===== src/mfs_defines.vh =====
// constants for the motor fault and status register block
`ifndef MFS_DEFINES_VH
`define MFS_DEFINES_VH

// ****************************************************************
// register map
// ****************************************************************
`define MFS_ADDR_W            3
`define MFS_DATA_W            12
`define MFS_FAULT_STATUS_ADDR 3'h7
`define MFS_FAULT_STATUS_RST  12'h000

// ****************************************************************
// fault_status field positions
// ****************************************************************
`define MFS_BIT_OTS      0
`define MFS_BIT_OCP_A    1
`define MFS_BIT_OCP_B    2
`define MFS_BIT_PDF_A    3
`define MFS_BIT_PDF_B    4
`define MFS_BIT_UNDERVOLTAGE_LOCKOUT_FLAG     5
`define MFS_BIT_STALL    6
`define MFS_BIT_STALLLAT 7
`define MFS_NUM_FLAGS    8

// ****************************************************************
// serial frame layout
// ****************************************************************
`define MFS_FRAME_LEN    5'h10
`define MFS_HDR_LEN      5'h04
`define MFS_FRM_RW_BIT   15
`define MFS_FRM_ADDR_HI  14
`define MFS_FRM_ADDR_LO  12
`define MFS_CNT_W        5

// ****************************************************************
// recommended dead time with a series low-side gate resistor
// ****************************************************************
`define MFS_DEAD_TIME_REC_NS 850

`endif


===== src/mfs_fault_status.v =====
// motor fault and status register with drive hold control
//
// Function
// (RULE_01) Bit 0 goes to one on entering overtemperature shutdown and is zero in normal running.
// (RULE_02) A zero write clears the overtemperature bit, and drive restarts alone once it is cool.
// (RULE_03) Bit 1 sets on a channel A overcurrent stop, and a zero write clears it and resumes.
// (RULE_04) Bit 2 sets on a channel B overcurrent stop, and a zero write clears it and resumes.
// (RULE_05) Bit 3 sets on a channel A predriver fault, and a zero write clears it and restarts.
// (RULE_06) Bit 4 sets on a channel B predriver fault, and a zero write clears it and restarts.
// (RULE_07) Bit 5 sets on undervoltage lockout, clears by zero write, and drive resumes on supply.
// (RULE_08) A zero write to the undervoltage bit is ignored while the device sleeps.
// (RULE_09) Bit 6 is a read-only live stall indication that reads zero in normal running.
// (RULE_10) Bit 7 latches a stall until a zero write, which clears it and resumes drive.
// (RULE_11) Software should set a dead time of 850 ns when a series low-side gate resistor is fitted.
// (RULE_12) Bits 11 to 8 read as zero and ignore writes.
`timescale 1ns/10ps
`default_nettype none
`include "mfs_defines.vh"

module mfs_fault_status (
  // clock and reset
  input  wire                   clk_sys,
  input  wire                   rstn,
  // serial control port
  input  wire                   scs_n,
  input  wire                   sclk,
  input  wire                   mosi,
  output wire                   miso_o,
  output wire                   miso_oe,
  // fault conditions from protection logic, and the sleep mode input
  input  wire                   overtemp_cond,
  input  wire                   ocp_a_trip,
  input  wire                   ocp_b_trip,
  input  wire                   pdf_a_trip,
  input  wire                   pdf_b_trip,
  input  wire                   undervoltage_cond,
  input  wire                   stall_cond,
  input  wire                   sleep_mode,
  // status and drive control
  output wire [`MFS_DATA_W-1:0] fault_status_o,
  output reg                    drive_en_a_q,
  output reg                    drive_en_b_q,
  output reg  [2:0]             op_state_q
);

  // ****************************************************************
  // operating states
  // ****************************************************************
  localparam [2:0] ST_RUN        = 3'b001;
  localparam [2:0] ST_AUTO_HOLD  = 3'b010;
  localparam [2:0] ST_LATCH_HOLD = 3'b100;

  // ****************************************************************
  // helper functions
  // ****************************************************************
  // zero-write clear request for one bit of the status register
  function clr_req;
    input                   hit;
    input [`MFS_DATA_W-1:0] data;
    input integer           pos;
    begin
      clr_req = hit && !data[pos];
    end
  endfunction

  // address decode shared by the write strobe and the read mux
  function addr_is_status;
    input [`MFS_ADDR_W-1:0] addr;
    begin
      addr_is_status = (addr == `MFS_FAULT_STATUS_ADDR);
    end
  endfunction

  // a bridge runs only in the run state with no stop flag and no live trip
  function chan_run;
    input [2:0] state;
    input       stop;
    input       ocp_trip;
    input       pdf_trip;
    begin
      chan_run = (state == ST_RUN) && !stop && !ocp_trip && !pdf_trip;
    end
  endfunction

  // ****************************************************************
  // serial port
  // ****************************************************************
  wire [`MFS_ADDR_W-1:0] reg_addr;
  wire                   wr_strobe;
  wire [`MFS_DATA_W-1:0] wr_data;
  reg  [`MFS_DATA_W-1:0] rd_data;

  mfs_spi_slave u_spi (
    .clk_sys     (clk_sys),
    .rstn        (rstn),
    .scs_n       (scs_n),
    .sclk        (sclk),
    .mosi        (mosi),
    .miso_q      (miso_o),
    .miso_oe_q   (miso_oe),
    .rd_data     (rd_data),
    .reg_addr_q  (reg_addr),
    .wr_strobe_q (wr_strobe),
    .wr_data_q   (wr_data)
  );

  wire wr_hit = wr_strobe && addr_is_status(reg_addr);

  // ****************************************************************
  // write decode
  // ****************************************************************
  // only the seven writable flags get a clear wire; a write to the live
  // stall bit or the upper nibble decodes to nothing
  wire clr_ots   = clr_req(wr_hit, wr_data, `MFS_BIT_OTS);           // [RULE_02]
  wire clr_ocp_a = clr_req(wr_hit, wr_data, `MFS_BIT_OCP_A);         // [RULE_03]
  wire clr_ocp_b = clr_req(wr_hit, wr_data, `MFS_BIT_OCP_B);         // [RULE_04]
  wire clr_pdf_a = clr_req(wr_hit, wr_data, `MFS_BIT_PDF_A);         // [RULE_05]
  wire clr_pdf_b = clr_req(wr_hit, wr_data, `MFS_BIT_PDF_B);         // [RULE_06]
  wire clr_undervoltage_lockout_flag  = clr_req(wr_hit, wr_data, `MFS_BIT_UNDERVOLTAGE_LOCKOUT_FLAG);          // [RULE_07]
  wire clr_stall = clr_req(wr_hit, wr_data, `MFS_BIT_STALLLAT);      // [RULE_10] [RULE_12]

  // ****************************************************************
  // sticky flags
  // ****************************************************************
  wire overtemp_shutdown_flag;
  wire chan_a_overcurrent_flag;
  wire chan_b_overcurrent_flag;
  wire chan_a_predriver_fault_flag;
  wire chan_b_predriver_fault_flag;
  wire undervoltage_lockout_flag;
  wire stall_latched_flag;
  reg  stall_live_flag;

  // events set while the condition stands, so a clear during it has no effect
  mfs_flag_cell u_ots (
    .clk_sys     (clk_sys),
    .rstn        (rstn),
    .set_i       (overtemp_cond),                                    // [RULE_01]
    .clr_i       (clr_ots),                                          // [RULE_02]
    .clr_block_i (1'b0),
    .flag_q      (overtemp_shutdown_flag)
  );

  mfs_flag_cell u_ocp_a (
    .clk_sys     (clk_sys),
    .rstn        (rstn),
    .set_i       (ocp_a_trip),                                       // [RULE_03]
    .clr_i       (clr_ocp_a),                                        // [RULE_03]
    .clr_block_i (1'b0),
    .flag_q      (chan_a_overcurrent_flag)
  );

  mfs_flag_cell u_ocp_b (
    .clk_sys     (clk_sys),
    .rstn        (rstn),
    .set_i       (ocp_b_trip),                                       // [RULE_04]
    .clr_i       (clr_ocp_b),                                        // [RULE_04]
    .clr_block_i (1'b0),
    .flag_q      (chan_b_overcurrent_flag)
  );

  mfs_flag_cell u_pdf_a (
    .clk_sys     (clk_sys),
    .rstn        (rstn),
    .set_i       (pdf_a_trip),                                       // [RULE_05]
    .clr_i       (clr_pdf_a),                                        // [RULE_05]
    .clr_block_i (1'b0),
    .flag_q      (chan_a_predriver_fault_flag)
  );

  mfs_flag_cell u_pdf_b (
    .clk_sys     (clk_sys),
    .rstn        (rstn),
    .set_i       (pdf_b_trip),                                       // [RULE_06]
    .clr_i       (clr_pdf_b),                                        // [RULE_06]
    .clr_block_i (1'b0),
    .flag_q      (chan_b_predriver_fault_flag)
  );

  mfs_flag_cell u_undervoltage_lockout_flag (
    .clk_sys     (clk_sys),
    .rstn        (rstn),
    .set_i       (undervoltage_cond),                                // [RULE_07]
    .clr_i       (clr_undervoltage_lockout_flag),                                         // [RULE_07]
    .clr_block_i (sleep_mode),                                       // [RULE_08]
    .flag_q      (undervoltage_lockout_flag)
  );

  mfs_flag_cell u_stall_lat (
    .clk_sys     (clk_sys),
    .rstn        (rstn),
    .set_i       (stall_cond),                                       // [RULE_10]
    .clr_i       (clr_stall),                                        // [RULE_10]
    .clr_block_i (1'b0),
    .flag_q      (stall_latched_flag)
  );

  // live stall bit follows the detector and takes no write
  always @(posedge clk_sys or negedge rstn) begin
    if (!rstn) begin
      stall_live_flag <= 1'b0;
    end else begin
      stall_live_flag <= stall_cond;                                 // [RULE_09]
    end
  end

  // ****************************************************************
  // read path
  // ****************************************************************
  wire [`MFS_NUM_FLAGS-1:0] flags;

  assign flags = {stall_latched_flag,
                  stall_live_flag,
                  undervoltage_lockout_flag,
                  chan_b_predriver_fault_flag,
                  chan_a_predriver_fault_flag,
                  chan_b_overcurrent_flag,
                  chan_a_overcurrent_flag,
                  overtemp_shutdown_flag};

  // upper nibble tied to zero; writes there land nowhere
  wire [`MFS_DATA_W-`MFS_NUM_FLAGS-1:0] rsvd_bits;

  assign rsvd_bits      = 4'h0;                                      // [RULE_12]
  assign fault_status_o = {rsvd_bits, flags};                        // [RULE_12]

  // unmapped addresses read zero
  always @* begin
    if (addr_is_status(reg_addr)) begin
      rd_data = fault_status_o;
    end else begin
      rd_data = 12'h000;
    end
  end

  // ****************************************************************
  // drive hold control
  // ****************************************************************
  // temperature and supply holds follow the live condition, not the flag,
  // so drive comes back without software once they recover
  wire auto_hold  = overtemp_cond || undervoltage_cond;              // [RULE_02] [RULE_07]
  wire latch_hold = stall_latched_flag;                              // [RULE_10]
  reg  [2:0] op_state_d;

  always @* begin
    case (op_state_q)
      ST_RUN: begin
        if (auto_hold) begin
          op_state_d = ST_AUTO_HOLD;
        end else if (latch_hold) begin
          op_state_d = ST_LATCH_HOLD;
        end else begin
          op_state_d = ST_RUN;
        end
      end
      ST_AUTO_HOLD: begin
        if (auto_hold) begin
          op_state_d = ST_AUTO_HOLD;
        end else if (latch_hold) begin
          op_state_d = ST_LATCH_HOLD;
        end else begin
          op_state_d = ST_RUN;
        end
      end
      ST_LATCH_HOLD: begin
        if (auto_hold) begin
          op_state_d = ST_AUTO_HOLD;
        end else if (latch_hold) begin
          op_state_d = ST_LATCH_HOLD;
        end else begin
          op_state_d = ST_RUN;
        end
      end
      default: begin
        op_state_d = ST_RUN;
      end
    endcase
  end

  // ****************************************************************
  // drive enables
  // ****************************************************************
  // per-channel faults stop only their own bridge until cleared
  wire chan_a_stop = chan_a_overcurrent_flag || chan_a_predriver_fault_flag; // [RULE_03] [RULE_05]
  wire chan_b_stop = chan_b_overcurrent_flag || chan_b_predriver_fault_flag; // [RULE_04] [RULE_06]
  // a live trip stops the bridge at once instead of waiting a cycle for its flag
  wire chan_a_run  = chan_run(op_state_d, chan_a_stop, ocp_a_trip, pdf_a_trip);
  wire chan_b_run  = chan_run(op_state_d, chan_b_stop, ocp_b_trip, pdf_b_trip);

  always @(posedge clk_sys or negedge rstn) begin
    if (!rstn) begin
      op_state_q   <= ST_RUN;
      drive_en_a_q <= 1'b0;
      drive_en_b_q <= 1'b0;
    end else begin
      op_state_q   <= op_state_d;
      drive_en_a_q <= chan_a_run;                                    // [RULE_03] [RULE_05]
      drive_en_b_q <= chan_b_run;                                    // [RULE_04] [RULE_06]
    end
  end

endmodule // mfs_fault_status

`default_nettype wire


===== src/mfs_flag_cell.v =====
// one sticky fault flag with write-zero clear
`timescale 1ns/10ps
`default_nettype none

module mfs_flag_cell (
  // clock and reset
  input  wire clk_sys,
  input  wire rstn,
  // control
  input  wire set_i,
  input  wire clr_i,
  input  wire clr_block_i,
  // state
  output reg  flag_q
);

  wire flag_d;

  // set beats a clear arriving in the same cycle so no event is lost
  assign flag_d = set_i ? 1'b1 : ((clr_i && !clr_block_i) ? 1'b0 : flag_q);

  always @(posedge clk_sys or negedge rstn) begin
    if (!rstn) begin
      flag_q <= 1'b0;
    end else begin
      flag_q <= flag_d;
    end
  end

endmodule // mfs_flag_cell

`default_nettype wire


===== src/mfs_spi_slave.v =====
// serial control port slave: 16-bit frames, mode 0, msb first
`timescale 1ns/10ps
`default_nettype none
`include "mfs_defines.vh"

module mfs_spi_slave (
  // clock and reset
  input  wire                     clk_sys,
  input  wire                     rstn,
  // serial pins
  input  wire                     scs_n,
  input  wire                     sclk,
  input  wire                     mosi,
  output reg                      miso_q,
  output reg                      miso_oe_q,
  // register side
  input  wire [`MFS_DATA_W-1:0]   rd_data,
  output reg  [`MFS_ADDR_W-1:0]   reg_addr_q,
  output reg                      wr_strobe_q,
  output reg  [`MFS_DATA_W-1:0]   wr_data_q
);

  reg                     sclk_q;
  reg                     scs_n_q;
  reg  [`MFS_CNT_W-1:0]   bit_cnt_q;
  reg  [15:0]             shift_in_q;
  reg  [`MFS_DATA_W-1:0]  shift_out_q;
  reg                     rw_q;
  reg                     load_q;

  wire active   = !scs_n;
  wire sclk_re  = active && sclk && !sclk_q;
  wire sclk_fe  = active && !sclk && sclk_q;
  wire frame_end = scs_n && !scs_n_q;
  wire full_frame = (bit_cnt_q == `MFS_FRAME_LEN);

  always @(posedge clk_sys or negedge rstn) begin
    if (!rstn) begin
      sclk_q      <= 1'b0;
      scs_n_q     <= 1'b1;
      bit_cnt_q   <= {`MFS_CNT_W{1'b0}};
      shift_in_q  <= 16'h0000;
      shift_out_q <= `MFS_FAULT_STATUS_RST;
      rw_q        <= 1'b0;
      load_q      <= 1'b0;
      reg_addr_q  <= {`MFS_ADDR_W{1'b0}};
      wr_strobe_q <= 1'b0;
      wr_data_q   <= `MFS_FAULT_STATUS_RST;
      miso_q      <= 1'b0;
      miso_oe_q   <= 1'b0;
    end else begin
      sclk_q      <= sclk;
      scs_n_q     <= scs_n;
      wr_strobe_q <= 1'b0;
      load_q      <= 1'b0;
      if (!active) begin
        bit_cnt_q <= {`MFS_CNT_W{1'b0}};
        miso_oe_q <= 1'b0;
        miso_q    <= 1'b0;
        // a write commits only on a whole frame, so a cut frame changes nothing
        if (frame_end && full_frame && !shift_in_q[`MFS_FRM_RW_BIT]) begin
          wr_strobe_q <= 1'b1;
          wr_data_q   <= shift_in_q[`MFS_DATA_W-1:0];
          reg_addr_q  <= shift_in_q[`MFS_FRM_ADDR_HI:`MFS_FRM_ADDR_LO];
        end
      end else begin
        if (sclk_re && !full_frame) begin
          shift_in_q <= {shift_in_q[14:0], mosi};
          bit_cnt_q  <= bit_cnt_q + 5'h01;
          if (bit_cnt_q == `MFS_HDR_LEN - 5'h01) begin
            rw_q       <= shift_in_q[2];
            reg_addr_q <= {shift_in_q[1:0], mosi};
            load_q     <= 1'b1;
          end
        end
        // read data is a snapshot taken right after the address bits
        if (load_q) begin
          shift_out_q <= rd_data;
          miso_oe_q   <= rw_q;
        end
        if (sclk_fe && (bit_cnt_q >= `MFS_HDR_LEN) && !full_frame) begin
          miso_q      <= shift_out_q[`MFS_DATA_W-1];
          shift_out_q <= {shift_out_q[`MFS_DATA_W-2:0], 1'b0};
        end
      end
    end
  end

endmodule // mfs_spi_slave

`default_nettype wire

===== config.mk =====
export PLATFORM = sky130hd
export DESIGN_NAME = mfs_fault_status
export DESIGN_NICKNAME = d
export VERILOG_FILES = /design/src/mfs_fault_status.v /design/src/mfs_flag_cell.v /design/src/mfs_spi_slave.v
export VERILOG_INCLUDE_DIRS = /design/src
export SDC_FILE = /design/constraint.sdc
export NUM_CORES = 1
export LEC_CHECK = 0
export ABC_AREA = 1
export BUFFER_PORTS_ARGS = -buffer_cell sky130_fd_sc_hd__buf_4
export CORE_MARGIN = 2
export CORE_UTILIZATION = 58
export CTS_CLUSTER_DIAMETER = 50
export DETAILED_ROUTE_END_ITERATION = 10
export PLACE_DENSITY_LB_ADDON = 0.05
export SYNTH_ARGS = -nofsm -noshare
export SYNTH_HDL_FRONTEND = slang
export SYNTH_SLANG_ARGS = --single-unit

===== constraint.sdc =====
create_clock -name clk_sys -period 1.8 [get_ports clk_sys]
set_input_delay 0.36 -clock clk_sys [delete_from_list [all_inputs] [get_ports clk_sys]]
set_output_delay 0.36 -clock clk_sys [all_outputs]
set_load 0.005 [all_outputs]

Word-level counts from Yosys, hierarchy flattened
Index checks and enable logic that the tools add are counted.

Word-level logic and storage cells: 135. Bits in writable memories: 0. Register bits: 64. Memories: 0. Bits in latches: 0. ROM bits: 0.

Reductions and logical operators: 66. Divide/modulo/power cells: 0. Multiply operators: 0. Bitwise logic cells: 1. Magnitude comparators: 1. $add $sub $neg: 1. Shift operators: 0. Eq/ne operators: 8. Muxes and demuxes: 35.

Operators with widths (count): $logic_and 1x1->1 (25); $mux 12 (2); $reduce_bool 2->1 (12); $mux 1 (23); $mux 3 (7); $logic_not 1->1 (20); $mux 5 (2); $mux 8 (1); $eq 3x1->1 const B (2); $eq 3x3->1 const B (2); $reduce_and 2->1 (3); $reduce_and 3->1 (2); $add 5x1->5 const B (1); $eq 5x2->1 const B (1); $eq 5x5->1 const B (1); $ge 5x3->1 const B (1); $eq 3x2->1 const B (1); $logic_or 1x1->1 (3); $reduce_or 3->1 (1); $ne 2x1->1 const B (1); $not 1->1 (1).

Logic depth before layout (Yosys ltp)
Gate-level depths: netlist of the first run.

Word-level depth: 7. Gate-level depth with buffers: 9. Mapped depth without buffers: 9.

By module
Synthesis of the first run repeated with hierarchy kept, for this count alone.

Cell total of the unflattened synthesis: 391. Area total of the unflattened synthesis: 3195.6 sq um.

By module, submodules not included: mfs_spi_slave (times used 1, area an instance 2451.1 sq um, cells each 285, seq. area each 1377.6 sq um); mfs_fault_status (times used 1, area an instance 437.9 sq um, cells each 64, seq. area each 151.4 sq um); mfs_flag_cell (times used 7, area an instance 43.8 sq um, cells each 6, seq. area each 25.0 sq um).

Worst setup path after synthesis of the first run
Ideal clock, no wire load.

Path type: register -> register. From: register u_spi.bit_cnt_q[0]. To: register u_spi.wr_data_q[5]. Path slack: 315 ps. Arrival: 1364 ps. Cell stages (with the launch flop): 9. Cell sequence: dfrtp_1 inv_1 ha_1 nand2_1 nor2_2 nand2_2 buf_2 nand2_1 o21ai_1.

Longest elaborated chain between the ends: 4.

Ends and longest elaborated chain: start, declared (line mfs_spi_slave.v:25) `` reg [`MFS_CNT_W-1:0] bit_cnt_q; ``; start signal, assigned (line mfs_spi_slave.v:41) `` bit_cnt_q <= {`MFS_CNT_W{1'b0}}; ``; start signal, assigned (line mfs_spi_slave.v:57) `` bit_cnt_q <= {`MFS_CNT_W{1'b0}}; ``; start signal, assigned (line mfs_spi_slave.v:69) `bit_cnt_q <= bit_cnt_q + 5'h01;`; $eq 5x5->1 (no line); $logic_and 1x1->1 (2 in series) (line mfs_spi_slave.v:61) `` if (frame_end && full_frame && !shift_in_q[`MFS_FRM_RW_BIT]) begin ``; $reduce_and 2->1 (no line); end signal, assigned (line mfs_spi_slave.v:48) `` wr_data_q <= `MFS_FAULT_STATUS_RST; ``; end signal, assigned (line mfs_spi_slave.v:63) `` wr_data_q <= shift_in_q[`MFS_DATA_W-1:0]; ``; end, declared (line mfs_spi_slave.v:20) `` output reg [`MFS_DATA_W-1:0] wr_data_q ``.

Every way passes these cells. A chain may end at the register's enable or synchronous reset.

Final worst setup path of the first run
From: register u_spi.bit_cnt_q[0]. To: register u_spi.reg_addr_q[2].

Longest elaborated chain between the ends: 5.

Ends and longest elaborated chain: $eq 5x5->1 (no line); $logic_and 1x1->1 / $logic_not 1->1 (equally long branches) (line mfs_spi_slave.v:61, mfs_spi_slave.v:67); $logic_and 1x1->1, on equally long branches (line mfs_spi_slave.v:61, mfs_spi_slave.v:67); $ne 2x1->1 (no line) / $reduce_bool 2->1 (equally long branches); $reduce_and 3->1 (no line) *; end signal, assigned (line mfs_spi_slave.v:46) `` reg_addr_q <= {`MFS_ADDR_W{1'b0}}; ``; end signal, assigned (line mfs_spi_slave.v:64) `` reg_addr_q <= shift_in_q[`MFS_FRM_ADDR_HI:`MFS_FRM_ADDR_LO]; ``; end signal, assigned (line mfs_spi_slave.v:72) `reg_addr_q <= {shift_in_q[1:0], mosi};`; end, declared (line mfs_spi_slave.v:18) `` output reg [`MFS_ADDR_W-1:0] reg_addr_q, ``.

Mark *: on every way between the ends. The rest lies on a longest branch, timed or not.

==> results of run 1 <==
## report_power, final
| group | internal (mW) | switching, mW | total, mW |
|---|---|---|---|
| Combinational | 0.170 | 0.227 | 0.397 |
| Sequential | 1.58 | 0.0832 | 1.67 |
| Clock | 0.777 | 0.529 | 1.31 |
## sequential cells by signal, summed over array words and instances (netlist names), 3 cells and up
register,flops
u_spi.shift_in_q,16
u_spi.shift_out_q,12
u_spi.wr_data_q,7
u_spi.bit_cnt_q,5
op_state_q,3
u_spi.reg_addr_q,3
## worst max-delay path: stages, from the launching register on
cell and delay (ns):
dfrtp_1 0.40, inv_1 0.10, ha_1 0.21, nand2_1 0.10, nor2_2 0.20, nand2_2 0.24, nand2_1 0.18, nand2_1 0.07
nand2_1 0.06
## metrics by stage
| stage | hold WS (ns) | setup slack (ns) | std cells | total power, mW | utilization, % |
|---|---|---|---|---|---|
| after CTS | 0.1266 | 0.1809 | 429 | 3.390 | 69.46 |
| final | 0.1349 | 0.1944 | 429 | 3.368 | 69.46 |
| after floorplan | 0.06441 | 0.3150 | 330 | 1.921 | - |
| after detailed placement | 0.3285 | 0.1971 | 413 | 2.094 | 64.93 |
| after global placement | 0.3280 | 0.2425 | 413 | 2.082 | 64.93 |
| after global routing | 0.1315 | 0.05127 | 429 | 3.514 | 69.46 |
## layer usage
layer  GRT usage (%)  vias to the layer above  share of wire [%]
met5               0                        -                  0
met4           13.33                        0                2.7
met3           4.743                       17                5.2
met2           33.83                       57                 45
met1           28.38                      968                 47
li1                -                     1081                  -
## kinds of logic after synthesis
logic type | synth area share [%]
other | 0.1319
AO/OA/AOI/OAI | 8.755
buffers and inverters | 10.30
AND/OR/NAND/NOR | 23.49
adder cells (fa/ha/maj) | 0.8798
flip-flops | 55.52
XOR/XNOR | 0.9241
## worst paths after layout
kind	from	to	cells past startpoint
setup / recovery	u_spi.bit_cnt_q[0]	u_spi.reg_addr_q[2]	8
hold / removal	stall_cond	stall_live_flag	1
setup reg to reg	u_spi.bit_cnt_q[0]	u_spi.reg_addr_q[2]	8
hold reg to reg	u_spi.load_q	u_spi.miso_oe_q	1
max in group asynchronous	rstn	u_spi.scs_n_q	3
min in group asynchronous	rstn	op_state_q[1]	2
## cell usage after synthesis, drive strengths merged (3+ instances only)
master and n:
nand2 96, dfrtp 61, inv 36, o21ai 34, nor2 28, nand3 27, buf 20, a21oi 8
xor2 3
## cell usage in the layout, fill, tap and decap left out, types with 2 or more instances in the layout
cell,n
inv_2,2
nand2_1,92
dfstp_2,2
clkbuf_1,3
o21ai_0,11
nand2_2,3
nor2_2,2
clkbuf_8,9
o21ai_1,22
conb_1,4
a21oi_1,8
o22ai_1,2
xor2_1,3
nand3_1,27
nor2_1,25
bufinv_16,2
o21bai_1,2
inv_1,33
or2_2,2
buf_4,35
ha_1,2
dfrtp_1,61
## timing repair
item / 4_1_cts / 5_1_grt
buffers inserted: 0 / 0
endpoints found under the hold margin: 29 / 0
hold buffers: 1 / 0
setup endpoints to repair: 0 / 0
## area by class of cell
type                            instances  area [um2]
Timing Repair Buffer                   37       292.8
Clock buffer                           12       135.1
Fill cell                             371        1443
Sequential cell                        63        1579
Inverter                               36       137.6
Multi-Input combinational cell        211       983.4
Clock inverter                          3       68.82
Tap cell                               67       83.83
==> parameters.txt, run 1 <==
Parameter                              Value

Floorplan
  Die Outline Area    between 0.005 and 0.006 mm2
  Chip height    about 74 um
  Placeable core area    around 0.0047 mm2
  IO Count    32
  Initial cell density of the core    between 60% and 70%
  Standard-cell rows    25
  Die extent in x    around 74 um

Synthesis
  Number of flops mapped to enable cells by yosys    0
  Post-synthesis sequential area ratio    55.52%
  Number of instances in the synthesized netlist    327
  Top cell type by total area after synthesis    dfrtp_1
  Top_reg_cell synth    dfrtp_1
  Count of unique library cells instantiated by Yosys    28
  Flops & latches, synth    63
  Async set-or-reset flop fraction in the synthesized netlist    100.0%
  Post-synthesis area per instance    approximately 8.7 um2
  Portion of synthesized cell area occupied by the leading cell type    around 54%
  Area of the mapped netlist    ~0.0028 mm2
  Largest cells by area after synthesis    dfrtp_1 (54%), nand2_1 (12%), nand3_1 (4.8%)
  Syn. warnings    0

Worst setup path
  Critical path peak fanout    19
  Worst setup slack for register-to-register paths    slightly below 0.2 ns
  Type of the worst setup path    reg2reg
  Worst endpoint data arrival time    ~1.9 ns
  Startpoint kind of the worst setup timing path    flop
  Type of element capturing the critical path    flop
  Required time reported for the critical path endpoint    2.08 ns

Place
  HPWL Detailed    about 3800 um
  PortBufs    27
  Routability cong.    between 0.7 and 0.8
  Placed Area    0.003067 mm2

Global route
  Wire length of the first global-routing pass    8825 um
  Antenna violations before repair    0
  Total routing resource utilization after global routing    21.88%
  Via count of the first global-routing pass    ~2000
  Largest net degree at the start of global routing    35
  Overflow left after global routing    0

Drt
  Post-route antenna net violation count    0
  Number of detailed-routing iterations run before antenna repair    4
  DR vias    ~2100
  First DRT Iteration DRCs    approximately 120
  Residual DRC count    0
  Via-per-instance ratio    slightly below 5
  WL/cell    about 12 um
  Routed WL    roughly 5300 um

Timing
  Final Skew    between 0.006 and 0.007 ns
  RSZ-0062 raised after global routing    false
  Setup Total Neg Slack    0 ns
  Total count of max-transition violations in the final report    0
  Highest attainable clock frequency    about 620 MHz
  Shortest period the worst path allows    1.606 ns
  Crit share post-route    roughly nine tenths
  Setup-failing EPs final    0
  Number of hold violations in the final report    0

Clock tree
  Maximum clock path buffer count    2
  H-tree lvl count    3
  TritonCTS Buffers    9
  Num Clock Sinks    between 60 and 70
  # resized after CTS    0
  Clk Tree Root Cell    clkbuf_8
  Clk slew on worst S/H paths    ~0.070 ns
  Clock insertion delay at the later pin of the skew report    about 0.34 ns
  TritonCTS clock tree    built

Pwr
  Static power due to leakage    around 1.8 nW
  Peak supply drop    between 0.6 and 0.7 mV
  Power density cells    1027 mW/mm2

Finish
  Layout cells sized above 1    17.68%
  Post-layout nets    373
  Layout-stage area growth over the synthesis result    15.35%
  Inserted Diodes    0
  Post-route cell area    0.003281 mm2

Status
  Status    complete, no violations

Min path
  Hold WC Path Type    in2reg

Job
  # Max-Cap Violations    0
(Power assumes the default switching activity.)
==> run 2, diff against run 1 <==
CORE_UTILIZATION = 59   (was 58)
SYNTH_HIERARCHICAL = 1   (was unset)
==> run 2 against run 1 <==
Against the previous run:
- register-to-register slack got worse by 0.02 ns
- setup slack worse by 0.015 ns
- global-route usage shrank 0.72 points
- cell area grew 5.4%
- total power fell by 1.4%
- die area increased by 4.4%
- maximum frequency is 0.93% lower
- core utilization fell by 0.90 points
- non-clock buffer count fell by 4
- first-iteration DRC count shrank 43%
- critical path type unchanged
==> parameters.txt, run 2 <==
Parameter                              Value

Worst setup path
  Type of element capturing the critical path    flop (unchanged)
  Origin of the critical flop-to-flop path    u_spi/bit_cnt_q[0] (was u_spi.bit_cnt_q[0])
  Series of cell instances along the critical path    inv_1 > ha_1 > nand2_1 > nor2_2 > nor2_4 > nand2_1 > nand2_1 > nand2_1 > nand2_1 (was inv_1 > ha_1 > nand2_1 > nor2_2 > nand2_2 > nand2_1 > nand2_1 > nand2_1)
  Start point of the critical path    u_spi/bit_cnt_q[0] (was u_spi.bit_cnt_q[0])
  Worst path most repeated cell    nand2_1 (unchanged)
  Critical path peak fanout    7 (was 19)
  Required time reported for the critical path endpoint    2.01 ns (was 2.08 ns)
  Startpoint kind of the worst setup timing path    flop (unchanged)
  Type of the worst setup path    reg2reg (unchanged)
  Worst endpoint data arrival time    1.83 ns (was 1.89 ns)
  Standard cell with the maximum stage delay on the critical path    dfrtp_1 (unchanged)
  Maximum single-stage delay on the critical path    0.40 ns (about the same)

Timing
  Highest attainable clock frequency    617.1 MHz (was 622.8 MHz)
  Number of hold violations in the final report    0 (unchanged)
  Shortest period the worst path allows    1.621 ns (was 1.606 ns)
  Final worst-path setup slack    0.1794 ns (was 0.1944 ns)
  Setup-failing EPs final    0 (unchanged)
  Setup Total Neg Slack    0 ns (unchanged)
  RSZ-0062 raised after global routing    false (unchanged)
  Total count of max-transition violations in the final report    0 (unchanged)
  Final Skew    0.007874 ns (was 0.006019 ns)
  Min Hold Slack    0.1559 ns (was 0.1349 ns)
  Crit share post-route    90.03% (was 89.20%)

Synthesis
  Post-synthesis area per instance    8.050 um2 (was 8.697 um2)
  Syn. warnings    6 (was 0)
  Number of instances in the synthesized netlist    376 (was 327)
  Area of the mapped netlist    0.003027 mm2 (was 0.002844 mm2)

Clock tree
  Clk Tree Root Cell    clkbuf_8 (unchanged)
  Post-CTS Setup Bufs    0 (unchanged)
  TritonCTS clock tree    built (unchanged)
  H-tree lvl count    3 (unchanged)
  TritonCTS Buffers    9 (unchanged)
  Clock insertion delay at the later pin of the skew report    0.32 ns (was 0.34 ns)
  Num Clock Sinks    63 (unchanged)
  Clk slew on worst S/H paths    0.07 ns (about the same)
  Maximum clock path buffer count    2 (unchanged)

Finish
  Largest register by flop count    u_spi/shift_in_q (was u_spi.shift_in_q)
  Largest registers in the final layout    u_spi/shift_in_q (16), u_spi/shift_out_q (12), u_spi/wr_data_q (7) (was u_spi.shift_in_q (16), u_spi.shift_out_q (12), u_spi.wr_data_q (7))
  Layout cells sized above 1    15.94% (was 17.68%)
  Core utilization of the finished layout    68.56% (was 69.46%)
  Non-filler cells, final    484 (was 429)
  Flip-flop count of the largest register, all copies and words added    16 (unchanged)
  Most common cell after layout, fill and taps aside    nand2_1 (unchanged)
  Multi-input gate area    0.001139 mm2 (was 983.4 um2)
  Total area of sequential cells    0.001579 mm2 (unchanged)
  Filler cell count in the final layout    442 (was 371)
  Post-layout nets    424 (was 373)
  Commonest cells after routing, fill and taps aside    nand2_1 (141), dfrtp_1 (61), inv_1 (45) (was nand2_1 (92), dfrtp_1 (61), buf_4 (35))
  Layout-stage area growth over the synthesis result    14.22% (was 15.35%)
  Post-route cell area    0.003457 mm2 (was 0.003281 mm2)
  Inserted Diodes    0 (unchanged)

Place
  PortBufs    27 (unchanged)
  Post-Place Cells    467 (was 413)
  Pre-CTS WS    0.1950 ns (was 0.1971 ns)
  HPWL Detailed    3753 um (was 3804 um)
  Placed Area    0.003238 mm2 (was 0.003067 mm2)
  Routability cong.    0.7944 (was 0.7948)

Global route
  Wire length of the first global-routing pass    9197 um (was 8825 um)
  Largest net degree at the start of global routing    33 (was 35)
  Total routing resource utilization after global routing    21.17% (was 21.88%)
  Via count of the first global-routing pass    2108 (was 2010)
  Overflow left after global routing    0 (unchanged)
  Antenna violations before repair    0 (unchanged)

Floorplan
  Placeable core area    0.005042 mm2 (was 0.004723 mm2)
  Chip height    75.63 um (was 74.03 um)
  IO Count    32 (unchanged)
  Die extent in x    75.63 um (was 74.03 um)
  Initial cell density of the core    60.02% (was 60.21%)
  Die Outline Area    0.005719 mm2 (was 0.005480 mm2)
  Standard-cell rows    26 (was 25)

Drt
  Residual DRC count    0 (unchanged)
  DR vias    2240 (was 2123)
  Via-per-instance ratio    4.628 (was 4.949)
  First DRT Iteration DRCs    69 (was 121)
  Routed WL    5298 um (was 5335 um)
  Number of detailed-routing iterations run before antenna repair    4 (unchanged)
  WL/cell    10.95 um (was 12.44 um)
  Post-route antenna net violation count    0 (unchanged)

Pwr
  Static power due to leakage    1.937 nW (was 1.765 nW)
  Peak supply drop    0.7500 mV (was 0.6114 mV)
  Total power of the final layout    3.322 mW (was 3.368 mW)
  Power density cells    960.9 mW/mm2 (was 1027 mW/mm2)

Job
  # Max-Cap Violations    0 (unchanged)

Min path
  Hold WC Path Type    in2reg (unchanged)
  HP Start    stall_cond (unchanged)

Status
  Status    complete, no violations (unchanged)
run 2: cell count changes in the layout (fill, tap and decap cells not counted), sizes merged, moves of 4 or more:
cell / previous run / this run
nand2: 96 / 144
o21ai: 34 / 29
nand3: 27 / 23
buf: 36 / 32
conb: 4 / 14
inv: 36 / 48
run 2: power by group:
group / leakage, nW / internal [mW] / switching (mW)
clock: 0.109 / 0.750 / 0.515
sequential: 0.798 / 1.58 / 0.0854
combinational: 1.03 / 0.161 / 0.235
run 2: worst max-delay path, delay by kind of cell, from the launching register on:
kind | cells | cell delay [ns]
AND/OR/NAND/NOR | 7 | 0.79
flip-flops | 1 | 0.40
adder cells (fa/ha/maj) | 1 | 0.22
buffers and inverters | 1 | 0.10
run 2: cell type report:
cell class / count / share of cell area, %
tap: 70 / 2.533
clock inverter: 3 / 1.158
sequential: 63 / 45.67
multi-input combinational: 254 / 32.94
inverter: 48 / 5.212
clock buffer: 13 / 4.886
timing repair buffer: 33 / 7.600
run 2: path summary, 6_finish.rpt:
| kind | slack, ns | to | cells past startpoint |
|---|---|---|---|
| hold / removal | 0.16 | stall_live_flag | 1 |
| hold reg to reg | 0.48 | u_spi/shift_in_q[15] | 2 |
| min in group asynchronous | 0.50 | drive_en_b_q | 2 |
| setup reg to reg | 0.18 | u_spi/reg_addr_q[0] | 9 |
| setup / recovery | 0.18 | u_spi/reg_addr_q[0] | 9 |
| max in group asynchronous | 0.74 | op_state_q[0] | 3 |
run 2: metal layers:
metal	vias to the layer above	part of all wire, %	GRT usage [%]
met1	1019	49	28.35
li1	1183	-	-
met5	-	0	0
met4	0	0.96	8.187
met3	6	3.1	3.968
met2	32	47	34.40
run 2: timing repair:
action | 4_1_cts | 5_1_grt
hold endpoints to repair | 30 | 0
hold buffers | 1 | 0
gates resized for setup | 0 | 0
